### src/rtl/bsp_pkg.sv
// shared constants and types of the scan test and programming port
// assumes one 100 MHz core clock; the test clock arrives on a pin and is sampled
package bsp_pkg;
  localparam int N_IO  = 32;
  localparam int N_IN  = 4;
  localparam int N_MC  = 32;
  localparam int BS_IO_IN  = 0;
  localparam int BS_IO_OUT = BS_IO_IN + N_IO;
  localparam int BS_IO_OE  = BS_IO_OUT + N_IO;
  localparam int BS_IN     = BS_IO_OE + N_IO;
  localparam int BS_MC     = BS_IN + N_IN;
  localparam int BS_LEN    = BS_MC + N_MC;
  localparam int SIG_LEN   = 16;
  localparam int GEN_LEN   = 32;
  localparam logic [3:0] IR_EXTEST = 4'h0;
  localparam logic [3:0] IR_SAMPLE = 4'h1;
  localparam logic [3:0] IR_IDCODE = 4'h2;
  localparam logic [3:0] IR_HIGHZ  = 4'h3;
  localparam logic [3:0] IR_PENTER = 4'h8;
  localparam logic [3:0] IR_CFG    = 4'h9;
  localparam logic [3:0] IR_SIG    = 4'ha;
  localparam logic [3:0] IR_PEXIT  = 4'hb;
  localparam logic [3:0] IR_BYPASS = 4'hf;
  localparam logic [3:0] IR_CAPT   = 4'h1;
  localparam logic [3:0] ADDR_CTRL = 4'h0;
  localparam logic [3:0] ADDR_STAT = 4'h4;
  localparam logic [3:0] ADDR_SIG  = 4'h8;
  localparam int CTRL_EN    = 0;
  localparam int CTRL_PU    = 1;
  localparam int CTRL_KEEP  = 2;
  localparam int CTRL_FUSE  = 3;
  localparam int CTRL_UNLCK = 4;
  localparam int STAT_PROG  = 0;
  localparam int STAT_LOCK  = 1;
  localparam int STAT_FUSE  = 2;
  localparam int STAT_IR    = 4;
  localparam int STAT_TAP   = 8;
  localparam logic [3:0] CTRL_RST = 4'h1;
  localparam logic [31:0] IDCODE_VAL = 32'h0a5a_5001; // arbitrary identity value
  localparam int T_CLK_NS = 10;
  localparam int SYNC_STAGES = 2;
  typedef enum logic [15:0] {
    TLR = 16'h0001, RTI = 16'h0002, SDS = 16'h0004, CDR = 16'h0008,
    SDR = 16'h0010, E1D = 16'h0020, PDR = 16'h0040, E2D = 16'h0080,
    UDR = 16'h0100, SIS = 16'h0200, CIR = 16'h0400, SIR = 16'h0800,
    E1I = 16'h1000, PIR = 16'h2000, E2I = 16'h4000, UIR = 16'h8000
  } bsp_tap_t;
  typedef struct packed {
    logic [N_IO-1:0] out;
    logic [N_IO-1:0] oe_n;
  } bsp_drive_t;
endpackage : bsp_pkg

### src/rtl/bsp_port.sv
// scan test and programming port: test access controller, scan chain, programming lock
// assumes test pins are asynchronous to clk and the test clock is far slower than clk
`timescale 1ns/1ps
module bsp_port import bsp_pkg::*; (
  // clock and reset
  input  wire logic              clk,
  input  wire logic              arst_n,
  // avalon-mm slave
  input  wire logic [3:0]        avs_address,
  input  wire logic              avs_read,
  input  wire logic              avs_write,
  input  wire logic [31:0]       avs_writedata,
  output logic [31:0]            avs_readdata,
  output logic                   avs_waitrequest,
  // test pins: 0 clock, 1 mode select, 2 data in, 3 data out
  input  wire logic [3:0]        tpin_in,
  output logic [3:0]             tpin_out,
  output logic [3:0]             tpin_oe_n,
  output logic [1:0]             tpin_pullup,
  // user pins
  input  wire logic [N_IO-1:0]   io_in,
  output logic [N_IO-1:0]        io_out,
  output logic [N_IO-1:0]        io_oe_n,
  input  wire logic [N_IN-1:0]   in_pin,
  // core logic side
  input  wire logic [N_IO-1:0]   core_out,
  input  wire logic [N_IO-1:0]   core_oe_n,
  input  wire logic [N_MC-1:0]   core_mc,
  input  wire logic [3:0]        core_tp_out,
  input  wire logic [3:0]        core_tp_oe_n,
  output logic [N_MC-1:0]        mc_update,
  output logic [31:0]            cfg_pattern
);
  logic [3:0]        tp_s1, tp_s2;
  logic              tck_d;
  logic [N_IO-1:0]   io_s1, io_s2;
  logic [N_IN-1:0]   in_s1, in_s2;
  bsp_tap_t          tap;
  logic [3:0]        ir, ir_sh;
  logic [BS_LEN-1:0] bs_sh;
  logic [GEN_LEN-1:0] gen_sh;
  logic              byp;
  logic [N_IO-1:0]   upd_out, upd_oe_n;
  logic [SIG_LEN-1:0] sig;
  logic [3:0]        ctrl;
  logic              fuse, prog, locked;

  function automatic bsp_tap_t tap_step(input bsp_tap_t s, input logic m);
    case (s)
      TLR: tap_step = m ? TLR : RTI;
      RTI: tap_step = m ? SDS : RTI;
      SDS: tap_step = m ? SIS : CDR;
      CDR: tap_step = m ? E1D : SDR;
      SDR: tap_step = m ? E1D : SDR;
      E1D: tap_step = m ? UDR : PDR;
      PDR: tap_step = m ? E2D : PDR;
      E2D: tap_step = m ? UDR : SDR;
      UDR: tap_step = m ? SDS : RTI;
      SIS: tap_step = m ? TLR : CIR;
      CIR: tap_step = m ? E1I : SIR;
      SIR: tap_step = m ? E1I : SIR;
      E1I: tap_step = m ? UIR : PIR;
      PIR: tap_step = m ? E2I : PIR;
      E2I: tap_step = m ? UIR : SIR;
      UIR: tap_step = m ? SDS : RTI;
      default: tap_step = TLR;
    endcase
  endfunction : tap_step

  // pins from outside pass two flops before use
  always_ff @(posedge clk or negedge arst_n) begin
    if (!arst_n) begin
      tp_s1 <= 4'h0;
      tp_s2 <= 4'h0;
      tck_d <= 1'b0;
      io_s1 <= '0;
      io_s2 <= '0;
      in_s1 <= '0;
      in_s2 <= '0;
    end else begin
      tp_s1 <= tpin_in;
      tp_s2 <= tp_s1;
      tck_d <= tp_s2[0];
      io_s1 <= io_in;
      io_s2 <= io_s1;
      in_s1 <= in_pin;
      in_s2 <= in_s1;
    end
  end

  wire jtag_en  = ctrl[CTRL_EN];
  wire tck_rise = jtag_en & tp_s2[0] & ~tck_d;
  wire tck_fall = jtag_en & ~tp_s2[0] & tck_d;
  wire tms      = tp_s2[1];
  wire tdi      = tp_s2[2];

  // strobes decoded from the controller state at a rising test clock
  wire cap_dr = tck_rise & (tap == CDR);
  wire sh_dr  = tck_rise & (tap == SDR);
  wire up_dr  = tck_rise & (tap == UDR);
  wire cap_ir = tck_rise & (tap == CIR);
  wire sh_ir  = tck_rise & (tap == SIR);
  wire up_ir  = tck_rise & (tap == UIR);

  // unknown codes fall back to bypass
  wire sel_bs  = (ir == IR_EXTEST) | (ir == IR_SAMPLE);
  wire sel_id  = (ir == IR_IDCODE);
  wire sel_cfg = (ir == IR_CFG);
  wire sel_sig = (ir == IR_SIG);
  wire sel_gen = sel_id | sel_cfg | sel_sig;
  wire extest  = (ir == IR_EXTEST);
  wire highz   = (ir == IR_HIGHZ);

  // a disabled port holds the controller in reset; power-up is arst_n
  always_ff @(posedge clk or negedge arst_n) begin
    if (!arst_n)
      tap <= TLR;
    else if (!jtag_en)
      tap <= TLR;
    else if (tck_rise)
      tap <= tap_step(tap, tms);
  end

  always_ff @(posedge clk or negedge arst_n) begin
    if (!arst_n) begin
      ir    <= IR_IDCODE;
      ir_sh <= 4'h0;
    end else if (tap == TLR) begin
      ir    <= IR_IDCODE;
    end else if (cap_ir) begin
      ir_sh <= IR_CAPT;
    end else if (sh_ir) begin
      ir_sh <= {tdi, ir_sh[3:1]};
    end else if (up_ir) begin
      ir    <= ir_sh;
    end
  end

  // one chain: macrocell cells, input cells, io cells, tdi to tdo
  always_ff @(posedge clk or negedge arst_n) begin
    if (!arst_n)
      bs_sh <= '0;
    else if (cap_dr && sel_bs)
      bs_sh <= {core_mc, in_s2, core_oe_n, core_out, io_s2};
    else if (sh_dr && sel_bs)
      bs_sh <= {tdi, bs_sh[BS_LEN-1:1]};
  end

  // io out and enable cells and macrocell cells load in one update stage
  always_ff @(posedge clk or negedge arst_n) begin
    if (!arst_n) begin
      upd_out   <= '0;
      upd_oe_n  <= '1;
      mc_update <= '0;
    end else if (up_dr && sel_bs) begin
      upd_out   <= bs_sh[BS_IO_OUT +: N_IO];
      upd_oe_n  <= bs_sh[BS_IO_OE +: N_IO];
      mc_update <= bs_sh[BS_MC +: N_MC];
    end
  end

  // fuse blanks pattern capture but never the signature
  always_ff @(posedge clk or negedge arst_n) begin
    if (!arst_n)
      gen_sh <= '0;
    else if (cap_dr && sel_id)
      gen_sh <= IDCODE_VAL;
    else if (cap_dr && sel_cfg)
      gen_sh <= fuse ? 32'h0000_0000 : cfg_pattern;
    else if (cap_dr && sel_sig)
      gen_sh <= {16'h0000, sig};
    else if (sh_dr && sel_sig)
      gen_sh <= {16'h0000, tdi, gen_sh[SIG_LEN-1:1]};
    else if (sh_dr && sel_gen)
      gen_sh <= {tdi, gen_sh[GEN_LEN-1:1]};
  end

  always_ff @(posedge clk or negedge arst_n) begin
    if (!arst_n)
      byp <= 1'b0;
    else if (cap_dr)
      byp <= 1'b0;
    else if (sh_dr)
      byp <= tdi;
  end

  // programming session; leaving it other than by exit locks the part
  wire prog_abort = prog & ((tap == TLR) | !jtag_en);
  wire unlock     = avs_write & ~avs_waitrequest & (avs_address == ADDR_CTRL) & avs_writedata[CTRL_UNLCK];
  always_ff @(posedge clk or negedge arst_n) begin
    if (!arst_n) begin
      prog        <= 1'b0;
      locked      <= 1'b0;
      cfg_pattern <= '0;
      sig         <= '0;
    end else begin
      if (prog_abort)
        prog <= 1'b0;
      else if (up_ir && ir_sh == IR_PENTER)
        prog <= 1'b1;
      else if (up_ir && ir_sh == IR_PEXIT)
        prog <= 1'b0;
      if (prog_abort)
        locked <= 1'b1;
      else if (unlock)
        locked <= 1'b0;
      if (up_dr && sel_cfg && prog)
        cfg_pattern <= gen_sh;
      if (up_dr && sel_sig && prog)
        sig <= gen_sh[SIG_LEN-1:0];
    end
  end

  // pin drive priority: lock, programming, extest, highz, core
  bsp_drive_t next_drv;
  bsp_drive_t drv_hold, drv_float, drv_scan, drv_core;
  wire keep = ctrl[CTRL_KEEP];
  // named candidates keep the patterns in a typed context
  assign drv_hold  = '{out: io_out, oe_n: io_oe_n};
  assign drv_float = '{out: io_out, oe_n: '1};
  assign drv_scan  = '{out: upd_out, oe_n: upd_oe_n};
  assign drv_core  = '{out: core_out, oe_n: core_oe_n};
  assign next_drv = locked ? drv_float :
                    prog ? (keep ? drv_hold : drv_float) :
                    extest ? drv_scan :
                    highz ? drv_float :
                    drv_core;
  always_ff @(posedge clk or negedge arst_n) begin
    if (!arst_n) begin
      io_out  <= '0;
      io_oe_n <= '1;
    end else begin
      io_out  <= next_drv.out;
      io_oe_n <= next_drv.oe_n;
    end
  end

  // tdo moves on the falling test clock, driven only while shifting
  wire shifting = (tap == SDR) | (tap == SIR);
  wire tdo_bit  = (tap == SIR) ? ir_sh[0] : sel_bs ? bs_sh[0] : sel_gen ? gen_sh[0] : byp;
  always_ff @(posedge clk or negedge arst_n) begin
    if (!arst_n) begin
      tpin_out  <= 4'h0;
      tpin_oe_n <= 4'hf;
    end else if (jtag_en) begin
      tpin_oe_n[2:0] <= 3'h7;
      if (tck_fall) begin
        tpin_out[3]  <= tdo_bit;
        tpin_oe_n[3] <= ~shifting;
      end
    end else begin
      tpin_out  <= core_tp_out;
      tpin_oe_n <= core_tp_oe_n;
    end
  end

  // avalon slave: every access waits exactly one cycle
  wire         acc = (avs_read | avs_write) & avs_waitrequest;
  // fuse reads back at its own bit; the unlock bit is write-only and reads 0
  wire [31:0]  next_rd = (avs_address == ADDR_CTRL) ? {27'h0, 1'b0, fuse, ctrl[CTRL_KEEP:CTRL_EN]} :
                         (avs_address == ADDR_STAT) ? {8'h00, tap, ir, 1'b0, fuse, locked, prog} :
                         (avs_address == ADDR_SIG)  ? {16'h0000, sig} : 32'h0000_0000;
  wire         ctrl_wr = avs_write & ~avs_waitrequest & (avs_address == ADDR_CTRL);
  always_ff @(posedge clk or negedge arst_n) begin
    if (!arst_n) begin
      avs_waitrequest <= 1'b1;
      avs_readdata    <= '0;
      ctrl            <= CTRL_RST;
      fuse            <= 1'b0;
      tpin_pullup     <= 2'h0;
    end else begin
      avs_waitrequest <= ~acc;
      if (acc && avs_read)
        avs_readdata <= next_rd;
      if (ctrl_wr) begin
        ctrl <= {1'b0, avs_writedata[CTRL_KEEP:CTRL_EN]};
        fuse <= fuse | avs_writedata[CTRL_FUSE];
      end
      tpin_pullup <= {2{ctrl[CTRL_PU]}};
    end
  end
endmodule : bsp_port

### config.mk
export PLATFORM = sky130hd
export DESIGN_NAME = bsp_port
export DESIGN_NICKNAME = d
export VERILOG_FILES = /design/src/rtl/bsp_pkg.sv /design/src/rtl/bsp_port.sv
export SDC_FILE = /design/constraint.sdc
export NUM_CORES = 1
export LEC_CHECK = 0
export BUFFER_PORTS_ARGS = -buffer_cell sky130_fd_sc_hd__buf_2
export CORE_UTILIZATION = 51
export DETAILED_ROUTE_END_ITERATION = 7
export GPL_TIMING_DRIVEN = 0
export PLACE_DENSITY_LB_ADDON = 0.25
export SLEW_MARGIN = 20
export SYNTH_ARGS = -nofsm -noshare
export SYNTH_HDL_FRONTEND = slang
export SYNTH_SLANG_ARGS = --single-unit
### constraint.sdc
create_clock -name clk -period 2.8 [get_ports clk]
set_clock_uncertainty 0.15 [all_clocks]
set_input_delay 0.14 -clock clk [delete_from_list [all_inputs] [get_ports clk]]
set_output_delay 0.14 -clock clk [all_outputs]
set_load 0.02 [all_outputs]
==> results.md, run 1 <==
| Quantity | This run | Unit |
|:---|:---|:---|
| Fraction of layout instances using a drive strength above 1 | 32.5 | % |
| Number of register bits inferred by synthesis | 516 | - |
| Clock buffer count from CTS | 54 | - |
| Cell taking the most area after synthesis | dfrtp_1 | - |
| Violations in the final reports | negative setup slack | - |
| Post-synthesis instance total | 1,888 | - |
| Static Leakage | 0.0133 | µW |
| Fraction of the mapped netlist area in compound gates | 10.4 | % |
| Area share of fa/ha/maj cells after synthesis | 0 | % |
| Final critical-path share of the clock period | 100 | % |
| Detailed Route WL | 59,400 | µm |
| Largest net degree at the start of global routing | 99 | - |
| Antenna-violating nets left | 0 | - |
| Global placement routability congestion | 0.885 | - |
| Cell area power density | 549 | nW/µm² |
| Post-place instance area | 24,000 | µm² |
| Distinct cell type count of the synthesized netlist | 59 | - |
| Share of synthesized area spent on multiplexers | 15.1 | % |
| First-pass GRT wire length | 94,300 | µm |
| Final instance area | 28,200 | µm² |
| Count of endpoints failing setup in the final report | 2 | - |
| Mapped cell area | 21,600 | µm² |
| Max-slew violation count | 0 | - |
| Worst hold slack after final layout | 0.0278 | ns |
| Number of synthesized flops with an enable pin | 0 | - |
| Detailed-route DRC error count | 0 | - |
| First-pass detailed-route iteration total | 5 | - |
| Crit path kind | reg -> reg | - |
| Tightest Pin Transition | 0.636 | ns |
| Final core area utilization | 68.3 | % |
| Count of standard-cell rows | 74 | - |
| Async SR Flop Fraction | 100 | % |
| Post-synth top area share | 51.6 | % |
| Final layout net count | 2,668 | - |
| Sinks on the clock net | 516 | - |
| RSZ-0062 raised after global routing | yes | - |
| HP Class | in -> reg | - |
| Combinational family with the most area after synthesis | multiplexers | - |
| Area added between synthesis and finish | 31.0 | % |
| Vias in the first global route | 17,500 | - |
| Die boundary height | 208 | µm |
| Sum of net half-perimeters after detailed placement | 38,900 | µm |
| Reg2reg path depth | 7 | - |
| TritonCTS clock tree | yes | - |
| Maximum level of the CTS H-tree | 2 | - |
| Iteration-0 DRC Markers | 1,032 | - |
| Number of antenna violations at the first check in global routing | 6 | - |
| Synth top area cells | dfrtp_1, dfstp_2, mux2_2, mux2i_1, o21ai_0 | - |
| Setup_tns | -0.0181 | ns |
| Minimum period implied by the final worst setup slack | 2.81 | ns |
| Total routing resource utilization after global routing | 27.4 | % |
| Maximum ir drop on the vdd rail | 0.503 | mV |
| Mean cell area of the mapped netlist | 11.4 | µm² |
| Number of maximum-capacitance constraint violations | 0 | - |
| Final Hold Viols | 0 | - |
| Total of warnings raised by yosys | 0 | - |
| Worst Hold End | io_s1[31] | - |
| R2R setup slack | -0.01 | ns |
| Number of cells on the worst hold path | 2 | - |
| Residual overflow from global routing | 0 | - |
| Crit path DAT | 3.15 | ns |
| Via count | 16,900 | - |
| Full die area | 43,100 | µm² |
| Launch instance of the worst register-to-register path | tap[15] | - |
| Sequential share of the synthesized area | 60.3 | % |
| Result of the run | finished with violations | - |
| Root Buffer | clkbuf_16 | - |
| Hold Crit Start | io_in[31] | - |
| Xor and xnor area share after synthesis | 0.284 | % |
| Avg Vias per Cell | 5.51 | - |
| Flip-flop cell with the highest count after synthesis | dfrtp_1 | - |
| Highest achievable clock rate | 0.356 | GHz |
| Worst setup SP type | flip-flop | - |
| Width of the die | 208 | µm |
| Maximum clock path buffer count | 3 | - |
| Average wire per cell in the routed design | 19.4 | µm |
| CP endpoint kind | flip-flop | - |
| Destination of the worst register-to-register timing path | gen_sh[12] | - |
| Crit Path Max Fanout | 5 | - |
| Required time of the critical path | 3.13 | ns |
| Worst-case setup margin in the final layout | -0.0128 | ns |
| Headroom to the max-slew limit | 57.6 | % |
| Clock latency on the worst-skew pair | 0.60 | ns |
| Placement-stage worst setup slack | -0.954 | ns |
| Area of the core | 41,300 | µm² |
| Clock Pin Slew Worst Setup and Hold Paths | 0.06 | ns |
| Fill cells | 3,008 | - |
| Initial Util | 52.2 | % |
| # port buffers | 316 | - |
| Total I/O pin count | 355 | - |
| Post-synthesis simple-gate area fraction | 10.6 | % |
==> layer usage <==
metal	share of wire [%]	wire length [µm]	track usage (%)	up-vias
met5	0.022	13	0	-
met4	3.2	1870	10.9	2
met3	5.0	2990	4.42	121
met2	49	29100	45.5	490
met1	43	25300	36.0	8511
li1	-	-	-	7781
==> what timing repair did <==
action	in CTS	in global routing
pin swaps	13	17
gates resized for setup	115	81
gates cloned	1	1
endpoints found under the hold margin	510	0
setup endpoints to repair	346	293
hold buffers	176	0
setup buffers	21	21
==> worst max-delay path, cell delays in order, from the launching register on <==
cell and delay, ns:
dfrtp_1 0.38, or4_4 0.59, or4_4 0.53, nor3_4 0.29, buf_6 0.17, mux2_4 0.31
a221oi_2 0.22, nor2_1 0.06
==> sequential cells by signal, indices dropped and copies added, names as in the netlist, 16 cells and up <==
| signal | count |
|---|---|
| io_s2 | 32 |
| io_out | 32 |
| tap | 16 |
| upd_out | 32 |
| cfg_pattern | 32 |
| avs_readdata | 24 |
| gen_sh | 32 |
| upd_oe_n | 32 |
| bs_sh | 132 |
| io_oe_n | 32 |
| io_s1 | 32 |
| mc_update | 32 |
| sig | 16 |
==> cells in the mapped netlist, types with 10 or more instances <==
library cell	n
a21oi_1	52
mux2i_1	138
o21ai_0	224
nor2_1	109
dfstp_2	72
a221oi_2	10
a22oi_1	13
a31oi_1	38
buf_4	10
buf_2	30
dfrtp_1	444
inv_1	18
o21ai_1	17
nand2_1	269
nand3_1	19
mux2_2	158
or3_1	39
nor3_1	25
clkbuf_1	94
==> where the power goes <==
| part | leakage (µW) | internal [µW] | switching [µW] |
|---|---|---|---|
| sequential | 0.00617 | 7640 | 90.8 |
| clock | 0.000815 | 3850 | 2940 |
| combinational | 0.00630 | 436 | 546 |
| total | 0.0133 | 11900 | 3580 |
==> layout make-up <==
type | count | area [µm²] | area share (%)
Sequential cell | 516 | 13000 | 46.1
Multi-Input combinational cell | 1219 | 8150 | 28.9
Timing Repair Buffer | 541 | 3860 | 13.7
Clock buffer | 87 | 1580 | 5.59
Buffer | 133 | 782 | 2.77
Tap cell | 532 | 666 | 2.36
Clock inverter | 13 | 90.1 | 0.319
Inverter | 19 | 71.3 | 0.253
Antenna cell | 6 | 15.0 | 0.0532
==> cell usage in the layout, fill, tap and decap left out, drive strengths merged, types with 4 or more instances in the layout <==
| master | instances |
|---|---|
| conb | 8 |
| inv | 21 |
| a22oi | 13 |
| nand2b | 6 |
| xnor2 | 5 |
| dfstp | 72 |
| buf | 418 |
| nand3 | 19 |
| a31oi | 38 |
| a22o | 8 |
| mux2i | 138 |
| nor2 | 109 |
| o21ai | 241 |
| nor4b | 5 |
| clkbuf | 168 |
| or3 | 39 |
| or4 | 5 |
| nand3b | 4 |
| nand2 | 270 |
| dlygate4sd3 | 175 |
| clkinv | 10 |
| a221oi | 19 |
| nor4 | 10 |
| mux2 | 166 |
| diode | 6 |
| dfrtp | 444 |
| a21oi | 52 |
| nor3 | 27 |
==> metrics by stage <==
| stage | instances | total power (µW) |
|---|---|---|
| 2_1_floorplan | 1895 | 8140 |
| 3_3_place_gp | 2743 | 8570 |
| 3_5_place_dp | 2749 | 8610 |
| 4_1_cts | 3044 | 15600 |
| 5_1_grt | 3065 | 16000 |
| 6_report | 3066 | 15500 |
==> how the worst max path moves through the flow <==
stage             from          to
2_1_floorplan  tap[13]   gen_sh[0]
3_3_place_gp    arst_n  io_out[15]
3_5_place_dp   tap[15]   bs_sh[47]
4_1_cts        tap[13]  gen_sh[12]
5_1_grt        tap[15]  gen_sh[12]
6_report       tap[15]  gen_sh[12]
==> cells by family (layout without fill, tap and decap cells) <==
family / Yosys count / count (layout)
DFF: 516 / 516
and+or+nand+nor: 512 / 512
AOI/OAI and AO/OA: 388 / 388
muxes: 304 / 304
buffers and inverters: 160 / 793
xor gates and xnor gates: 7 / 7
other: 1 / 14
Power figures use the tool's default switching activity.
==> run 2, diff against run 1 <==
Settings changed: CELL_PAD_IN_SITES_DETAIL_PLACEMENT from default to 0, CELL_PAD_IN_SITES_GLOBAL_PLACEMENT from default to 2, CORE_UTILIZATION 51 to 33.
==> results.md, run 2 (synthesis results as in run 1) <==
| Quantity | This run | Unit | Change |
|:---|:---|:---|:---|
| Final critical-path share of the clock period | 101 | % | was 100% |
| Final layout net count | 2,666 | - | was 2,668 |
| Worst setup SP type | flip-flop | - | unchanged |
| Global placement routability congestion | 0.798 | - | was 0.885 |
| Reg2reg path depth | 7 | - | unchanged |
| Violations in the final reports | negative hold slack, negative setup slack | - | was negative setup slack |
| Antenna-violating nets left | 0 | - | unchanged |
| Area occupied by registers | 13,000 | µm² | about the same |
| Tightest Pin Transition | 0.837 | ns | was 0.636 ns |
| Headroom to the max-slew limit | 44.2 | % | was 57.6% |
| Final Hold Viols | 2 | - | was 0 |
| First-pass GRT wire length | 101,000 | µm | was 94,300 µm |
| Number of maximum-capacitance constraint violations | 0 | - | unchanged |
| Highest achievable clock rate | 0.352 | GHz | was 0.356 GHz |
| Crit path top cell by count | or4_4 | - | unchanged |
| Residual overflow from global routing | 0 | - | unchanged |
| Count of standard-cell rows | 93 | - | was 74 |
| Root Buffer | clkbuf_16 | - | unchanged |
| HP Class | in -> async | - | was in -> reg |
| Maximum level of the CTS H-tree | 2 | - | unchanged |
| First-pass detailed-route iteration total | 5 | - | unchanged |
| Total routing resource utilization after global routing | 19.3 | % | was 27.4% |
| Total I/O pin count | 355 | - | unchanged |
| CP endpoint kind | flip-flop | - | unchanged |
| Crit Path Max Fanout | 5 | - | unchanged |
| Maximum ir drop on the vdd rail | 0.490 | mV | was 0.503 mV |
| Count of non-filler cells in the finished layout | 3,385 | - | was 3,066 |
| Count of buffering cells on the critical path with inverters included | 1 | - | unchanged |
| Fraction of layout instances using a drive strength above 1 | 32.6 | % | was 32.5% |
| Total length of routed met2 wires | 30,800 | µm | was 29,100 µm |
| Crit path DAT | 3.18 | ns | was 3.15 ns |
| Static Leakage | 0.0135 | µW | was 0.0133 µW |
| Clock buffer count from CTS | 59 | - | was 54 |
| Initial Util | 33.4 | % | was 52.2% |
| Commonest non-fill, non-tap cells in the layout | dfrtp_1, buf_2, nand2_1 | - | unchanged |
| Die boundary height | 258 | µm | was 208 µm |
| Average wire per cell in the routed design | 18.8 | µm | was 19.4 µm |
| Highest-delay cell along the critical path | or4_4 | - | unchanged |
| Wire length on met3 | 2800 | µm | was 2990 µm |
| Area of combinational cells with multiple inputs | 8160 | µm² | was 8150 µm² |
| Detailed Route WL | 63,800 | µm | was 59,400 µm |
| Number of stages on the worst setup path | 7 | - | unchanged |
| Area added between synthesis and finish | 34.1 | % | was 31.0% |
| RSZ-0062 raised after global routing | yes | - | unchanged |
| Largest reg by FF count | bs_sh | - | unchanged |
| Inst Count DP | 3,073 | - | was 2,749 |
| Avg Vias per Cell | 4.85 | - | was 5.51 |
| Largest net degree at the start of global routing | 97 | - | was 99 |
| Ordered cell list for the critical path | or4_4 -> or4_4 -> nor3_4 -> buf_6 -> mux2_4 -> a221oi_2 -> nor2_1 | - | unchanged |
| Number of antenna violations at the first check in global routing | 9 | - | was 6 |
| Full die area | 66,300 | µm² | was 43,100 µm² |
| Cell area power density | 581 | nW/µm² | was 549 nW/µm² |
| Sum of net half-perimeters after detailed placement | 44,400 | µm | was 38,900 µm |
| Cell type group with the largest total delay on the critical path | simple AND/OR/NAND/NOR gates | - | unchanged |
| Worst hold slack after final layout | -0.00267 | ns | was 0.0278 ns |
| Minimum period implied by the final worst setup slack | 2.84 | ns | was 2.81 ns |
| Via count | 16,400 | - | was 16,900 |
| TritonCTS clock tree | yes | - | unchanged |
| Worst-case setup margin in the final layout | -0.0419 | ns | was -0.0128 ns |
| Max-slew violation count | 0 | - | unchanged |
| Result of the run | finished with violations | - | unchanged |
| Required time of the critical path | 3.14 | ns | was 3.13 ns |
| Width of the die | 258 | µm | was 208 µm |
| Count of endpoints failing setup in the final report | 3 | - | was 2 |
| Longest individual stage delay on the worst path | 0.60 | ns | was 0.59 ns |
| Area of the core | 64,500 | µm² | was 41,300 µm² |
| Maximum clock path buffer count | 3 | - | unchanged |
| M1 wire length | 28,500 | µm | was 25,300 µm |
| Uppermost signal routing layer after detailed routing | met5 | - | unchanged |
| Most common cell after layout, fill and taps aside | dfrtp_1 | - | unchanged |
| Iteration-0 DRC Markers | 977 | - | was 1,032 |
| Number of flip-flops under the largest register name | 132 | - | unchanged |
| Detailed-route DRC error count | 0 | - | unchanged |
| # port buffers | 316 | - | unchanged |
| Fill cells | 6,180 | - | was 3,008 |
| Clock latency on the worst-skew pair | 0.61 | ns | was 0.60 ns |
| Crit path kind | reg -> reg | - | unchanged |
| Clock Pin Slew Worst Setup and Hold Paths | 0.06 | ns | about the same |
| Vias in the first global route | 17,200 | - | was 17,500 |
| Sinks on the clock net | 516 | - | unchanged |
==> run 2: changes by cell type in the layout (fill, tap and decap cells not counted), moves of 4 or more <==
cell,delta
dlygate4sd3_1,+11
clkbuf_1,-18
buf_6,+4
buf_2,+10
buf_4,-24
clkbuf_8,+8
bufinv_16,+7
==> run 2: power breakdown <==
group | internal, µW | leakage, µW | total [µW] | switching, µW
combinational | 439 | 0.00627 | 997 | 558
sequential | 7640 | 0.00617 | 7730 | 88.8
clock | 4900 | 0.00101 | 8060 | 3160
total | 13000 | 0.0135 | 16800 | 3810
==> run 2: final timing paths <==
check                           startpoint  slack, ns    endpoint
worst min-delay path                arst_n     -0.003      sig[8]
max in group asynchronous           arst_n       0.64  upd_out[0]
min in group clk                  io_in[7]       0.03    io_s1[7]
worst max register to register     tap[13]      -0.04  gen_sh[14]
worst max-delay path               tap[13]      -0.04  gen_sh[14]
worst min register to register   io_s1[11]       0.20   io_s2[11]
==> run 2: per-layer routing <==
| layer | vias to the layer above | global-route usage (%) |
|---|---|---|
| met5 | - | 0 |
| met4 | 10 | 5.60 |
| met3 | 105 | 3.38 |
| met2 | 333 | 31.8 |
| met1 | 8184 | 26.0 |
| li1 | 7780 | - |
==> run 2: timing repair <==
| item | CTS | global route |
|---|---|---|
| hold buffers | 186 | 0 |
| cloned | 1 | 0 |
| setup buffers | 16 | 9 |
| setup endpoints to repair | 370 | 292 |
| gates resized for setup | 114 | 80 |
| endpoints found under the hold margin | 380 | 0 |
| pin swaps | 14 | 13 |
==> run 2: layout make-up <==
| cell class | count | share of cell area [%] |
|---|---|---|
| Timing Repair Buffer | 533 | 13.1 |
| Buffer | 134 | 2.65 |
| Multi-Input combinational cell | 1219 | 28.2 |
| Clock buffer | 85 | 5.96 |
| Tap cell | 855 | 3.70 |
| Sequential cell | 516 | 45.0 |
| Clock inverter | 21 | 1.05 |
| Inverter | 19 | 0.247 |
| Antenna cell | 3 | 0.0260 |
==> run 2: metrics by stage <==
| stage | total power (µW) | instance area, µm² | setup slack (ns) | TNS [ns] | utilization, % |
|---|---|---|---|---|---|
| CTS | 17100 | 28700 | -0.226 | -2.98 | 44.6 |
| global route | 17400 | 28900 | -0.0990 | -1.27 | 44.8 |
| detailed placement | 8650 | 24400 | -1.27 | -273.44 | 37.9 |
| finish | 16800 | 28900 | -0.0419 | -0.110 | 44.8 |
| global placement | 8610 | 24200 | -9.38 | -4814.53 | 37.6 |
| floorplan | 8140 | 21600 | -0.165 | -0.745 | - |
==> run 3, diff against run 2 <==
Settings changed: CORE_UTILIZATION 33 to 40, MAX_ROUTING_LAYER from default to met4, SLEW_MARGIN 20 to default.
Clock period 2.8 ns to 3.6 ns, I/O delays scaled along.
==> results.md, run 3 (synthesis results as in run 1) <==
| Quantity | This run | Unit | Change |
|:---|:---|:---|:---|
| Most common cell after layout, fill and taps aside | dfrtp_1 | - | unchanged |
| Fraction of layout instances using a drive strength above 1 | 28.8 | % | was 32.6% |
| Final critical-path share of the clock period | 93.6 | % | was 101% |
| Via count | 16,200 | - | was 16,400 |
| Sum of net half-perimeters after detailed placement | 42,000 | µm | was 44,400 µm |
| Highest achievable clock rate | 0.297 | GHz | was 0.352 GHz |
| TritonCTS clock tree | yes | - | unchanged |
| R2R setup slack | 0.23 | ns | was -0.04 ns |
| Residual overflow from global routing | 0 | - | unchanged |
| Crit path kind | reg -> reg | - | unchanged |
| Commonest non-fill, non-tap cells in the layout | dfrtp_1, buf_2, nand2_1 | - | unchanged |
| Launch instance of the worst register-to-register path | ctrl[0] | - | was tap[13] |
| Root Buffer | clkbuf_16 | - | unchanged |
| Maximum ir drop on the vdd rail | 0.396 | mV | was 0.490 mV |
| # port buffers | 316 | - | unchanged |
| Count of endpoints failing setup in the final report | 0 | - | was 3 |
| Total routing resource utilization after global routing | 22.7 | % | was 19.3% |
| Global placement routability congestion | 0.825 | - | was 0.798 |
| Setup_tns | 0 | ns | was -0.110 ns |
| Maximum clock path buffer count | 3 | - | unchanged |
| Area added between synthesis and finish | 28.8 | % | was 34.1% |
| Cell area power density | 462 | nW/µm² | was 581 nW/µm² |
| Worst setup SP type | flip-flop | - | unchanged |
| First-pass detailed-route iteration total | 7 | - | was 5 |
| Detailed-route DRC error count | 14 | - | was 0 |
| HP Class | in -> async | - | unchanged |
| Crit Path Max Fanout | 10 | - | was 5 |
| Clock buffer count from CTS | 56 | - | was 59 |
| Clock Pin Slew Worst Setup and Hold Paths | 0.06 | ns | about the same |
| Initial Util | 40.8 | % | was 33.4% |
| Final Hold Viols | 0 | - | was 2 |
| Vias in the first global route | 16,400 | - | was 17,200 |
| Area of the core | 52,900 | µm² | was 64,500 µm² |
| Number of antenna violations at the first check in global routing | 3 | - | was 9 |
| Static Leakage | 0.0130 | µW | was 0.0135 µW |
| Headroom to the max-slew limit | 47.4 | % | was 44.2% |
| Met2 usage | 35.0 | % | was 31.8% |
| Average wire per cell in the routed design | 18.8 | µm | about the same |
| Tightest Pin Transition | 0.783 | ns | was 0.837 ns |
| Crit path DAT | 3.69 | ns | was 3.18 ns |
| Sequential share of power | 46.9 | % | was 46.0% |
| Switching power as a share of total power | 22.4 | % | was 22.7% |
| Detailed Route WL | 59,700 | µm | was 63,800 µm |
| Met3 track utilization from global routing | 4.10 | % | was 3.38% |
| Fill cells | 4,737 | - | was 6,180 |
| Final core area utilization | 52.5 | % | was 44.8% |
| Avg Vias per Cell | 5.12 | - | was 4.85 |
| Die boundary height | 234 | µm | was 258 µm |
| Reg2reg path depth | 11 | - | was 7 |
| CP endpoint kind | flip-flop | - | unchanged |
| Full die area | 54,800 | µm² | was 66,300 µm² |
| Number of flip-flops under the largest register name | 132 | - | unchanged |
| Antenna-violating nets left | 0 | - | unchanged |
| Total power | 12,800 | µW | was 16,800 µW |
| Width of the die | 234 | µm | was 258 µm |
| Largest net degree at the start of global routing | 122 | - | was 97 |
| Final layout net count | 2,618 | - | was 2,666 |
| Number of maximum-capacitance constraint violations | 0 | - | unchanged |
| GRT met1 Usage | 30.4 | % | was 26.0% |
| Proportion of power drawn by combinational gates | 5.7 | % | was 5.9% |
| Largest reg by FF count | bs_sh | - | unchanged |
| Layer carrying the most global-route usage | met2 | - | unchanged |
| Net switching power | 2870 | µW | was 3810 µW |
| Count of standard-cell rows | 84 | - | was 93 |
| Required time of the critical path | 3.92 | ns | was 3.14 ns |
| Clock power share | 47.4 | % | was 48.0% |
| Minimum period implied by the final worst setup slack | 3.37 | ns | was 2.84 ns |
| Destination of the worst register-to-register timing path | gen_sh[7] | - | was gen_sh[14] |
| Iteration-0 DRC Markers | 889 | - | was 977 |
| Maximum level of the CTS H-tree | 2 | - | unchanged |
| Sinks on the clock net | 516 | - | unchanged |
| Violations in the final reports | design-rule violations | - | was negative hold slack, negative setup slack |
| Max-slew violation count | 0 | - | unchanged |
| First-pass GRT wire length | 93,800 | µm | was 101,000 µm |
| Total I/O pin count | 355 | - | unchanged |
| Power Internal | 9940 | µW | was 13,000 µW |
| Clock latency on the worst-skew pair | 0.61 | ns | about the same |
| Result of the run | finished with violations | - | unchanged |
-- run 3: worst max-delay path by stage --
stage                               to  cells past startpoint    start
after floorplan              gen_sh[0]                      9  tap[13]
after CTS                 mc_update[6]                      7   tap[1]
after global placement     upd_out[12]                      1   arst_n
after global routing         gen_sh[4]                      9  ctrl[0]
after detailed placement     bs_sh[64]                      9  tap[15]
final                        gen_sh[7]                     11  ctrl[0]
-- run 3: critical path, cell delays in order (launching register included) --
cell,delay [ns]
dfstp_2,0.52
buf_2,0.30
and3b_1,0.21
clkbuf_1,0.21
nand2_1,0.26
or4_1,0.54
buf_2,0.18
and3_1,0.15
buf_2,0.16
buf_1,0.30
nand3_1,0.18
o21ai_1,0.07
-- run 3: area by class of cell --
cell class	count	area, µm²	area share, %
Inverter	19	71.3	0.257
Multi-Input combinational cell	1219	7910	28.5
Timing Repair Buffer	481	3300	11.9
Antenna cell	3	7.51	0.0270
Sequential cell	516	13000	46.8
Clock buffer	85	1660	5.98
Clock inverter	18	312	1.12
Tap cell	688	861	3.10
Buffer	141	638	2.30
-- run 3: what timing repair did --
item                                   4_1_cts  5_1_grt
endpoints found under the hold margin      310        4
hold buffers                               157        1
resized for setup                            4        6
setup buffers                                0        2
setup endpoints to repair                  120      120
pin swaps                                    0        0
-- run 3: stage by stage --
step           hold WS (ns)  cells  instance area [µm²]  worst slack, ns
2_1_floorplan        -0.266   1895                21600            0.635
3_3_place_gp          0.139   2899                24000            -8.43
3_5_place_dp         0.0779   2904                24100           -0.286
4_1_cts             0.00620   3164                27700           0.0613
5_1_grt              0.0188   3170                27800         -0.00371
6_report            0.00207   3170                27800            0.230
-- run 3: power groups by stage --
stage | clock network, µW | logic (µW) | registers [µW]
floorplan | 0 | 167 | 6170
global placement | 0 | 583 | 6110
detailed placement | 0 | 604 | 6110
CTS | 6230 | 748 | 6010
global route | 6490 | 812 | 6020
finish | 6080 | 736 | 6010
-- run 3: routing by layer --
| metal | vias to the layer above | share of wire [%] | wire (µm) |
|---|---|---|---|
| met1 | 8082 | 45 | 26700 |
| met3 | 102 | 4.7 | 2820 |
| li1 | 7697 | - | - |
| met2 | 352 | 48 | 28500 |
| met4 | 0 | 2.8 | 1670 |
| met5 | - | 0 | 0 |
